==> config.mk <==
export PLATFORM = sky130hd
export DESIGN_NAME = pdmx_input_path
export DESIGN_NICKNAME = d
export VERILOG_FILES = /design/src/include/pdmx_pkg.sv /design/src/logic/pdmx_mic_if.sv /design/src/logic/pdmx_input_path.sv
export SDC_FILE = /design/constraint.sdc
export NUM_CORES = 1
export LEC_CHECK = 0
export ABC_CLOCK_PERIOD_IN_PS = 7300
export BUFFER_PORTS_ARGS = -buffer_cell sky130_fd_sc_hd__buf_2
export CAP_MARGIN = 5
export CELL_PAD_IN_SITES_DETAIL_PLACEMENT = 1
export CELL_PAD_IN_SITES_GLOBAL_PLACEMENT = 1
export CORE_AREA = 2 2 101 103
export CTS_CLUSTER_SIZE = 24
export DETAILED_ROUTE_END_ITERATION = 8
export DIE_AREA = 0 0 103 105
export GPL_ROUTABILITY_DRIVEN = 0
export PLACE_DENSITY_LB_ADDON = 0.1
export SYNTH_ARGS = -nofsm -noshare
export SYNTH_HDL_FRONTEND = slang
export SYNTH_SLANG_ARGS = --single-unit
==> constraint.sdc <==
create_clock -name i_core_clk -period 7.3 [get_ports i_core_clk]
set_input_delay 0.73 -clock i_core_clk [delete_from_list [all_inputs] [get_ports i_core_clk]]
set_output_delay 0.73 -clock i_core_clk [all_outputs]
set_load 0.005 [all_outputs]
==> src/include/pdmx_pkg.sv <==
// Constants for the digital microphone input front end and path enables
package pdmx_pkg;

	// Register offsets on the register port
	localparam logic [15:0] ADDR_INPUT_PATH_ENABLES = 16'h0300;
	localparam logic [15:0] ADDR_INPUT_PATH_ENABLE_STATUS = 16'h0301;
	localparam logic [15:0] ADDR_PATH1_CONTROL = 16'h0310;
	localparam logic [15:0] ADDR_PATH2_CONTROL = 16'h0318;

	// Enable and status bit positions
	localparam int BIT_PATH2 = 3;
	localparam int BIT_PATH1_LEFT = 1;
	localparam int BIT_PATH1_RIGHT = 0;

	// Path control fields
	localparam int BIT_PAIR_INPUT_SELECT = 10;
	localparam int OSR_MSB = 14;
	localparam int OSR_LSB = 13;
	localparam logic [1:0] OSR_RESET = 2'h1;
	localparam logic [15:0] CONTROL_RESET = 16'h2000;
	localparam logic [15:0] ENABLES_RESET = 16'h0000;

	localparam logic [1:0] OSR_1536K = 2'h0;
	localparam logic [1:0] OSR_3072K = 2'h1;
	localparam logic [1:0] OSR_RESERVED = 2'h2;
	localparam logic [1:0] OSR_768K = 2'h3;

	// Clock rates in Hz, nominal and fractional base
	localparam longint CORE_CLK_HZ = 100000000;
	localparam longint MIC_HZ_1536K = 1536000;
	localparam longint MIC_HZ_3072K = 3072000;
	localparam longint MIC_HZ_768K = 768000;
	localparam longint BASE_NOMINAL_HZ = 6144000;
	localparam longint BASE_FRAC_HZ = 5644800;

	// Half periods of the mic clock in core cycles, rounded down
	localparam logic [7:0] HALF_1536K = 8'(CORE_CLK_HZ / (2 * MIC_HZ_1536K));
	localparam logic [7:0] HALF_3072K = 8'(CORE_CLK_HZ / (2 * MIC_HZ_3072K));
	localparam logic [7:0] HALF_768K = 8'(CORE_CLK_HZ / (2 * MIC_HZ_768K));
	localparam logic [7:0] HALF_1536K_FRAC =
		8'((CORE_CLK_HZ * BASE_NOMINAL_HZ) / (2 * MIC_HZ_1536K * BASE_FRAC_HZ));
	localparam logic [7:0] HALF_3072K_FRAC =
		8'((CORE_CLK_HZ * BASE_NOMINAL_HZ) / (2 * MIC_HZ_3072K * BASE_FRAC_HZ));
	localparam logic [7:0] HALF_768K_FRAC =
		8'((CORE_CLK_HZ * BASE_NOMINAL_HZ) / (2 * MIC_HZ_768K * BASE_FRAC_HZ));

	// Fewest core cycles per mic clock phase that capture can run on
	localparam logic [7:0] MIN_HALF_CYCLES = 8'h04;

endpackage

==> src/logic/pdmx_mic_if.sv <==
// Mic clock generator and phase-end data capture for one interface
`timescale 1ns/1ns
module pdmx_mic_if
	import pdmx_pkg::*;
#(
	parameter bit STEREO = 1'b1
)(
	input wire logic i_core_clk,
	input wire logic i_reset,
	input wire logic i_run,
	input wire logic [7:0] i_half_cycles,
	input wire logic i_data_sync,
	output logic o_mic_clk,
	output logic o_left_bit,
	output logic o_left_valid,
	output logic o_right_bit,
	output logic o_right_valid
);

	logic [7:0] cnt_r, cnt_nxt;
	logic clk_r, clk_nxt;
	logic lbit_r, lbit_nxt, lval_r, lval_nxt;
	logic rbit_r, rbit_nxt, rval_r, rval_nxt;

	always_comb
	begin
		cnt_nxt = cnt_r;
		clk_nxt = clk_r;
		lbit_nxt = lbit_r;
		rbit_nxt = rbit_r;
		lval_nxt = 1'b0;
		rval_nxt = 1'b0;
		if (!i_run)
		begin
			// Parked low while nothing on this interface is enabled
			cnt_nxt = 8'h00;
			clk_nxt = 1'b0;
		end
		else if (cnt_r >= i_half_cycles - 8'h01)
		begin
			cnt_nxt = 8'h00;
			clk_nxt = ~clk_r;
			// Sample at the end of each phase: high to left, low to right only when STEREO
			if (clk_r)
			begin
				lbit_nxt = i_data_sync;
				lval_nxt = 1'b1;
			end
			else if (STEREO)
			begin
				rbit_nxt = i_data_sync;
				rval_nxt = 1'b1;
			end
		end
		else
		begin
			cnt_nxt = cnt_r + 8'h01;
		end
	end

	always_ff @(posedge i_core_clk or posedge i_reset)
	begin
		if (i_reset)
		begin
			cnt_r <= 8'h00;
			clk_r <= 1'b0;
			lbit_r <= 1'b0;
			lval_r <= 1'b0;
			rbit_r <= 1'b0;
			rval_r <= 1'b0;
		end
		else
		begin
			cnt_r <= cnt_nxt;
			clk_r <= clk_nxt;
			lbit_r <= lbit_nxt;
			lval_r <= lval_nxt;
			rbit_r <= rbit_nxt;
			rval_r <= rval_nxt;
		end
	end

	assign o_mic_clk = clk_r;
	assign o_left_bit = lbit_r;
	assign o_left_valid = lval_r;
	assign o_right_bit = rbit_r;
	assign o_right_valid = rval_r;

endmodule // pdmx_mic_if

==> src/logic/pdmx_input_path.sv <==
// Digital microphone input front end with input path enable control
//
// Operation
// - One mode bit serves both channels of pair
// - Stereo line two channels, mono one, own clocks
// - Enabled digital path drives its interface clock
// - Oversample code picks mic clock rate
// - Fractional core clock scales mic clock rates
// - Sample each phase end: high left, low right
// - Mono line: left only, high phase bit
// - Enable bits 3, 1, 0; reset to zero
// - Underclocked enable fails; running paths unaffected
// - Failed enable raises underclock error
// - Status register shows paths actually enabled
// - Mode bit 10: analogue 0, digital 1
// - Oversample bits 14:13 reset 01; 10 reserved
`timescale 1ns/1ns
module pdmx_input_path
	import pdmx_pkg::*;
(
	input wire logic i_core_clk,
	input wire logic i_reset,
	input wire logic i_reg_wr,
	input wire logic i_reg_rd,
	input wire logic [15:0] i_reg_addr,
	input wire logic [15:0] i_reg_wdata,
	input wire logic i_core_system_clock_en,
	input wire logic i_core_clock_fractional_flag,
	input wire logic i_mic_stereo_data_in,
	input wire logic i_mic_mono_data_in,
	output logic [15:0] o_reg_rdata,
	output logic o_mic_stereo_clk_out,
	output logic o_mic_mono_clk_out,
	output logic o_path1_left_bit,
	output logic o_path1_left_valid,
	output logic o_path1_right_bit,
	output logic o_path1_right_valid,
	output logic o_path2_bit,
	output logic o_path2_valid,
	output logic o_underclock_err
);

	////////////////////////////////////////////////////////////////////////////
	// Input synchronisers: first stage feeds only the second
	logic [3:0] sync1_r, sync2_r;

	always_ff @(posedge i_core_clk or posedge i_reset)
	begin
		if (i_reset)
		begin
			sync1_r <= 4'h0;
			sync2_r <= 4'h0;
		end
		else
		begin
			sync1_r <= {i_core_system_clock_en, i_core_clock_fractional_flag,
				i_mic_stereo_data_in, i_mic_mono_data_in};
			sync2_r <= sync1_r;
		end
	end

	logic core_system_clock_en_s, frac_s, stereo_data_s, mono_data_s;
	assign core_system_clock_en_s = sync2_r[3];
	assign frac_s = sync2_r[2];
	assign stereo_data_s = sync2_r[1];
	assign mono_data_s = sync2_r[0];

	////////////////////////////////////////////////////////////////////////////
	// Registers
	logic [15:0] enables_r, enables_nxt;
	logic [15:0] status_r, status_nxt;
	logic [15:0] ctrl1_r, ctrl1_nxt;
	logic [15:0] ctrl2_r, ctrl2_nxt;
	logic [15:0] rdata_r, rdata_nxt;
	logic err_r, err_nxt;

	logic [7:0] half1, half2;
	logic short1, short2;

	// Half period in core cycles per oversample code and clock base
	function automatic logic [7:0] half_for(input logic [1:0] osr, input logic frac);
		logic [7:0] h;
		h = 8'h00;
		case (osr)
			OSR_1536K: h = frac ? HALF_1536K_FRAC : HALF_1536K;
			OSR_3072K: h = frac ? HALF_3072K_FRAC : HALF_3072K;
			OSR_768K: h = frac ? HALF_768K_FRAC : HALF_768K;
			default: h = 8'h00; // Reserved code counts as unsupportable
		endcase
		return h;
	endfunction

	always_comb
	begin
		half1 = half_for(ctrl1_r[OSR_MSB:OSR_LSB], frac_s);
		half2 = half_for(ctrl2_r[OSR_MSB:OSR_LSB], frac_s);
		// Too few core cycles: no system clock, or phase too short to capture
		short1 = !core_system_clock_en_s || (half1 < MIN_HALF_CYCLES);
		short2 = !core_system_clock_en_s || (half2 < MIN_HALF_CYCLES);
	end

	always_comb
	begin
		logic [15:0] wr_en;
		logic [15:0] rise;
		logic fail;
		wr_en = 16'h0000;
		rise = 16'h0000;
		fail = 1'b0;
		enables_nxt = enables_r;
		status_nxt = status_r;
		ctrl1_nxt = ctrl1_r;
		ctrl2_nxt = ctrl2_r;
		err_nxt = 1'b0;
		if (i_reg_wr)
		begin
			case (i_reg_addr)
				ADDR_INPUT_PATH_ENABLES:
				begin
					wr_en = 16'h0000;
					wr_en[BIT_PATH2] = i_reg_wdata[BIT_PATH2];
					wr_en[BIT_PATH1_LEFT] = i_reg_wdata[BIT_PATH1_LEFT];
					wr_en[BIT_PATH1_RIGHT] = i_reg_wdata[BIT_PATH1_RIGHT];
					enables_nxt = wr_en;
					rise = wr_en & ~status_r;
					// Disabling is immediate; running paths keep running
					status_nxt = status_r & wr_en;
					if (rise[BIT_PATH2])
					begin
						if (short2)
							fail = 1'b1;
						else
							status_nxt[BIT_PATH2] = 1'b1;
					end
					if (rise[BIT_PATH1_LEFT])
					begin
						if (short1)
							fail = 1'b1;
						else
							status_nxt[BIT_PATH1_LEFT] = 1'b1;
					end
					if (rise[BIT_PATH1_RIGHT])
					begin
						if (short1)
							fail = 1'b1;
						else
							status_nxt[BIT_PATH1_RIGHT] = 1'b1;
					end
					err_nxt = fail;
				end
				ADDR_PATH1_CONTROL:
				begin
					// Only mode and oversample fields live here
					ctrl1_nxt = 16'h0000;
					ctrl1_nxt[BIT_PAIR_INPUT_SELECT] = i_reg_wdata[BIT_PAIR_INPUT_SELECT];
					ctrl1_nxt[OSR_MSB:OSR_LSB] = i_reg_wdata[OSR_MSB:OSR_LSB];
				end
				ADDR_PATH2_CONTROL:
				begin
					ctrl2_nxt = 16'h0000;
					ctrl2_nxt[BIT_PAIR_INPUT_SELECT] = i_reg_wdata[BIT_PAIR_INPUT_SELECT];
					ctrl2_nxt[OSR_MSB:OSR_LSB] = i_reg_wdata[OSR_MSB:OSR_LSB];
				end
				default:
				begin
					enables_nxt = enables_r;
				end
			endcase
		end
	end

	always_ff @(posedge i_core_clk or posedge i_reset)
	begin
		if (i_reset)
		begin
			enables_r <= ENABLES_RESET;
			status_r <= ENABLES_RESET;
			ctrl1_r <= CONTROL_RESET;
			ctrl2_r <= CONTROL_RESET;
			err_r <= 1'b0;
		end
		else
		begin
			enables_r <= enables_nxt;
			status_r <= status_nxt;
			ctrl1_r <= ctrl1_nxt;
			ctrl2_r <= ctrl2_nxt;
			err_r <= err_nxt;
		end
	end

	assign o_underclock_err = err_r;

	////////////////////////////////////////////////////////////////////////////
	// Read port: a read strobe loads the word, which then stands until the next one
	// A read in the same cycle as a write returns the old word
	always_comb
	begin
		rdata_nxt = rdata_r;
		if (i_reg_rd)
		begin
			case (i_reg_addr)
				ADDR_INPUT_PATH_ENABLES: rdata_nxt = enables_r;
				ADDR_INPUT_PATH_ENABLE_STATUS: rdata_nxt = status_r;
				ADDR_PATH1_CONTROL: rdata_nxt = ctrl1_r;
				ADDR_PATH2_CONTROL: rdata_nxt = ctrl2_r;
				default: rdata_nxt = 16'h0000;
			endcase
		end
	end

	always_ff @(posedge i_core_clk or posedge i_reset)
	begin
		if (i_reset)
		begin
			rdata_r <= 16'h0000;
		end
		else
		begin
			rdata_r <= rdata_nxt;
		end
	end

	assign o_reg_rdata = rdata_r;

	////////////////////////////////////////////////////////////////////////////
	// Microphone interfaces
	logic run1, run2;
	// One mode bit covers both channels of the stereo pair
	assign run1 = ctrl1_r[BIT_PAIR_INPUT_SELECT]
		&& (status_r[BIT_PATH1_LEFT] || status_r[BIT_PATH1_RIGHT]);
	assign run2 = ctrl2_r[BIT_PAIR_INPUT_SELECT] && status_r[BIT_PATH2];

	logic s_lbit, s_lval, s_rbit, s_rval;

	// Stereo line: both phases, own clock
	pdmx_mic_if #(
		.STEREO(1'b1)
	) u_stereo (
		.i_core_clk(i_core_clk),
		.i_reset(i_reset),
		.i_run(run1),
		.i_half_cycles(half1),
		.i_data_sync(stereo_data_s),
		.o_mic_clk(o_mic_stereo_clk_out),
		.o_left_bit(s_lbit),
		.o_left_valid(s_lval),
		.o_right_bit(s_rbit),
		.o_right_valid(s_rval)
	);

	// Mono line: high phase only, left channel
	pdmx_mic_if #(
		.STEREO(1'b0)
	) u_mono (
		.i_core_clk(i_core_clk),
		.i_reset(i_reset),
		.i_run(run2),
		.i_half_cycles(half2),
		.i_data_sync(mono_data_s),
		.o_mic_clk(o_mic_mono_clk_out),
		.o_left_bit(o_path2_bit),
		.o_left_valid(o_path2_valid),
		.o_right_bit(),
		.o_right_valid()
	);

	////////////////////////////////////////////////////////////////////////////
	// Pair output stage
	// A pair channel that is not enabled delivers no samples. The gate is
	// registered so the pins come from flops; bit and valid lag one cycle together.
	logic [3:0] pair_out_r, pair_out_nxt;

	always_comb
	begin
		pair_out_nxt = {s_lbit, s_lval & status_r[BIT_PATH1_LEFT],
			s_rbit, s_rval & status_r[BIT_PATH1_RIGHT]};
	end

	always_ff @(posedge i_core_clk or posedge i_reset)
	begin
		if (i_reset)
		begin
			pair_out_r <= 4'h0;
		end
		else
		begin
			pair_out_r <= pair_out_nxt;
		end
	end

	assign o_path1_left_bit = pair_out_r[3];
	assign o_path1_left_valid = pair_out_r[2];
	assign o_path1_right_bit = pair_out_r[1];
	assign o_path1_right_valid = pair_out_r[0];

endmodule // pdmx_input_path

==> reports/summary.txt <==
Crit Path Class: reg -> reg
Max clock buf depth: 2
wl on met1: 2.99 mm
Mapped Area: 2850 µm²
ys flop type: dfrtp_1
number of global-route vias before repair: 2108
Routed Antenna Nets: 0
routed length per instance: 13.8 µm
fin crit period: 3.10 ns
Post-synth EDFFs: 0
row count: 36
Initial Util: 0.295
height of the chip: 105 µm
unrepaired setup endpoints after global routing: no
clk sinks: 55
Slew Viols, Final: 0
critical path peak fanout: 10
TritonCTS clock tree: done
CP Launch Type: flop
Vias per Instance: 4.60
slew at the pin with the worst max-slew slack: 0.744 ns
clock-pin slew on the worst setup and hold paths: 0.10 ns
Leak: 1.56 nW
Critical Path End Type: flop
H-tree levels: 2
global route total overflow: 0
DR WL met2: 2.76 mm
Commonest cells post-synth: dfrtp_1, nor2_1, ha_1
GRT Resource Usage Total: 0.120
Yosys reg bits: 55
area added between synthesis and finish: 14.3%
post-cts repair resize count: 0
post-synth cell types: 47
MaxCap Viol Count: 0
most common cell in the netlist: dfrtp_1
die area: 10800 µm²
drt initial violations: 53
Tcrit/Tclk final: 0.424
Mapped Cells: 262
Top Ports: 65
port bufs: 44
via count: 2022
Final Skew: 0.00808 ns
Final WS setup: 4.20 ns
core area: 9640 µm²
Warnings, synthesis: 0
postcts setup bufs: 0
pwr dens: 158 nW/µm²
Total Power: 0.513 mW
CTS root buffer: clkbuf_8
Slew headroom: 0.504
Post-route DRC: 0
# fillers: 1127
cell mode on critical path: ha_1
average footprint of a synthesized cell: 10.9 µm²
CP required: 7.50 ns
layout cells sized above 1: 0.257
Synth area leader: dfrtp_1
critical-path cell list: nand2b_1, nand3_1, ha_1, nand3b_1, o211ai_1, ha_1, nand4_1, o31ai_1, nor3b_1, mux2_2
final hold violation count: 0
sequential element share of the synthesized area: 0.484
clock insertion delay at the later pin of the skew report: 0.31 ns
Detailed Route WL: 6.08 mm
top-area cell type share of the netlist area: 0.466
final setup TNS: 0 ns
cts hold-fix bufs: 0
critical path's largest stage delay: 0.65 ns
area of the multi-input gates: 1340 µm²
metal3 WL: 281 µm
Die X-Extent: 103 µm
fraction of registers with async set/reset: 1.00
first-pass GRT wire length: 10.4 mm
Seq. cell area: 1380 µm²
data arrival time of the worst path: 3.30 ns
Crit-path slowest cell: dfstp_2
largest cells by area after synthesis: dfrtp_1, ha_1, mux2_2
initial antenna violation count: 0
final setup fails: 0
# diodes: 0
Final nets: 366
worst vdd ir: 0.0000606 V
Pre-Repair DR Iteration Count: 4
pin count of the biggest net entering global routing: 56
highest layer used for signal routing: met4
fmax: 323 MHz
DP HPWL: 4.57 mm
status: finished clean
pre-CTS setup slack: 4.23 ns
Hold WC Path Type: reg -> reg
clock buffer count from CTS: 5
-- cell usage in the layout, fill, tap and decap left out, drive strengths merged, types with 2 or more instances in the layout --
cell	count
o211ai	2
mux2	10
nand2b	7
inv	13
nor2	27
nand4	4
a221o	3
and2	2
o21ai	4
dfstp	2
clkinvlp	2
o21bai	2
clkbuf	5
nand2	12
or4	2
and3	4
dfrtp	53
xnor2	4
nand3	16
ha	20
mux2i	4
xor2	12
nand3b	4
o21a	4
a211oi	2
or3	2
buf	45
o22ai	5
or2	3
conb	10
a21oi	3
nor2b	5
o22a	3
-- stage by stage --
| stage | hold WS (ns) | utilization | cell area, µm² | cells |
|---|---|---|---|---|
| 2_1_floorplan | 0.331 | - | 2880 | 271 |
| 6_report | 0.360 | 0.338 | 3250 | 440 |
| 3_5_place_dp | 0.339 | 0.328 | 3170 | 432 |
| 4_1_cts | 0.364 | 0.338 | 3250 | 440 |
| 5_1_grt | 0.377 | 0.338 | 3250 | 440 |
| 3_3_place_gp | 0.332 | 0.328 | 3170 | 432 |
-- sequential cells by signal, summed over array words and instances (netlist names) --
signal                  count
pair_out_r                  4
u_stereo.cnt_r              8
sync1_r                     4
ctrl1_r                     3
o_reg_rdata                 6
u_mono.o_left_valid         1
u_stereo.o_left_bit         1
enables_r                   3
status_r                    3
u_stereo.o_right_valid      1
sync2_r                     4
u_stereo.o_mic_clk          1
u_stereo.o_left_valid       1
ctrl2_r                     3
u_stereo.o_right_bit        1
u_mono.o_left_bit           1
o_underclock_err            1
u_mono.cnt_r                8
u_mono.o_mic_clk            1
-- worst paths after layout --
path	start	endpoint	slack (ns)	cells past startpoint
max in group asynchronous	i_reset	u_mono.o_mic_clk$_DFFE_PP0P_	6.20	3
max reg2reg	ctrl1_r[13]$_DFFE_PP1P_	u_stereo.o_left_bit$_DFFE_PP0P_	4.20	10
min reg2reg	sync1_r[1]$_DFF_PP0_	sync2_r[1]$_DFF_PP0_	0.36	0
min	sync1_r[1]$_DFF_PP0_	sync2_r[1]$_DFF_PP0_	0.36	0
min in group asynchronous	i_reset	sync1_r[2]$_DFF_PP0_	0.59	3
max	ctrl1_r[13]$_DFFE_PP1P_	u_stereo.o_left_bit$_DFFE_PP0P_	4.20	10
-- critical path: cells and delay by family, from the launching register on --
family / cells / cell delay, ns
and+or+nand+nor: 5 / 0.81
adders and majority gates: 2 / 0.59
DFF: 1 / 0.65
muxes: 1 / 0.37
AOI/OAI and AO/OA: 2 / 0.59
-- metal layers --
metal,vias to the layer above,global-route usage
met1,988,0.167
met3,6,0.0247
met5,-,0
met2,50,0.191
met4,0,0.0254
li1,978,-
-- logic make-up (layout without fill, tap and decap cells) --
family,Yosys count,in the layout,share of synthesized area
and+or+nand+nor,92,92,0.179
muxes,14,14,0.0536
xor gates and xnor gates,16,16,0.0492
adders and majority gates,20,20,0.0879
other,1,10,0.00132
DFF,55,55,0.484
buffers and inverters,30,66,0.0554
AOI/OAI and AO/OA,34,34,0.0892
-- where the power goes --
group,leakage [nW],switching [mW],internal [mW]
Combinational,0.778,0.0199,0.0136
Clock,0.0402,0.104,0.0671
Sequential,0.743,0.00175,0.307
Total,1.56,0.125,0.388
-- final cells by class --
class	instances	area share
inverters	13	0.0150
flip-flops and latches	55	0.424
clock inverters	3	0.00615
clock buffers	5	0.0211
well taps	133	0.0511
repair buffers	45	0.0700
multi-input cells	186	0.413
No activity file was read; power rests on OpenSTA's default activity.
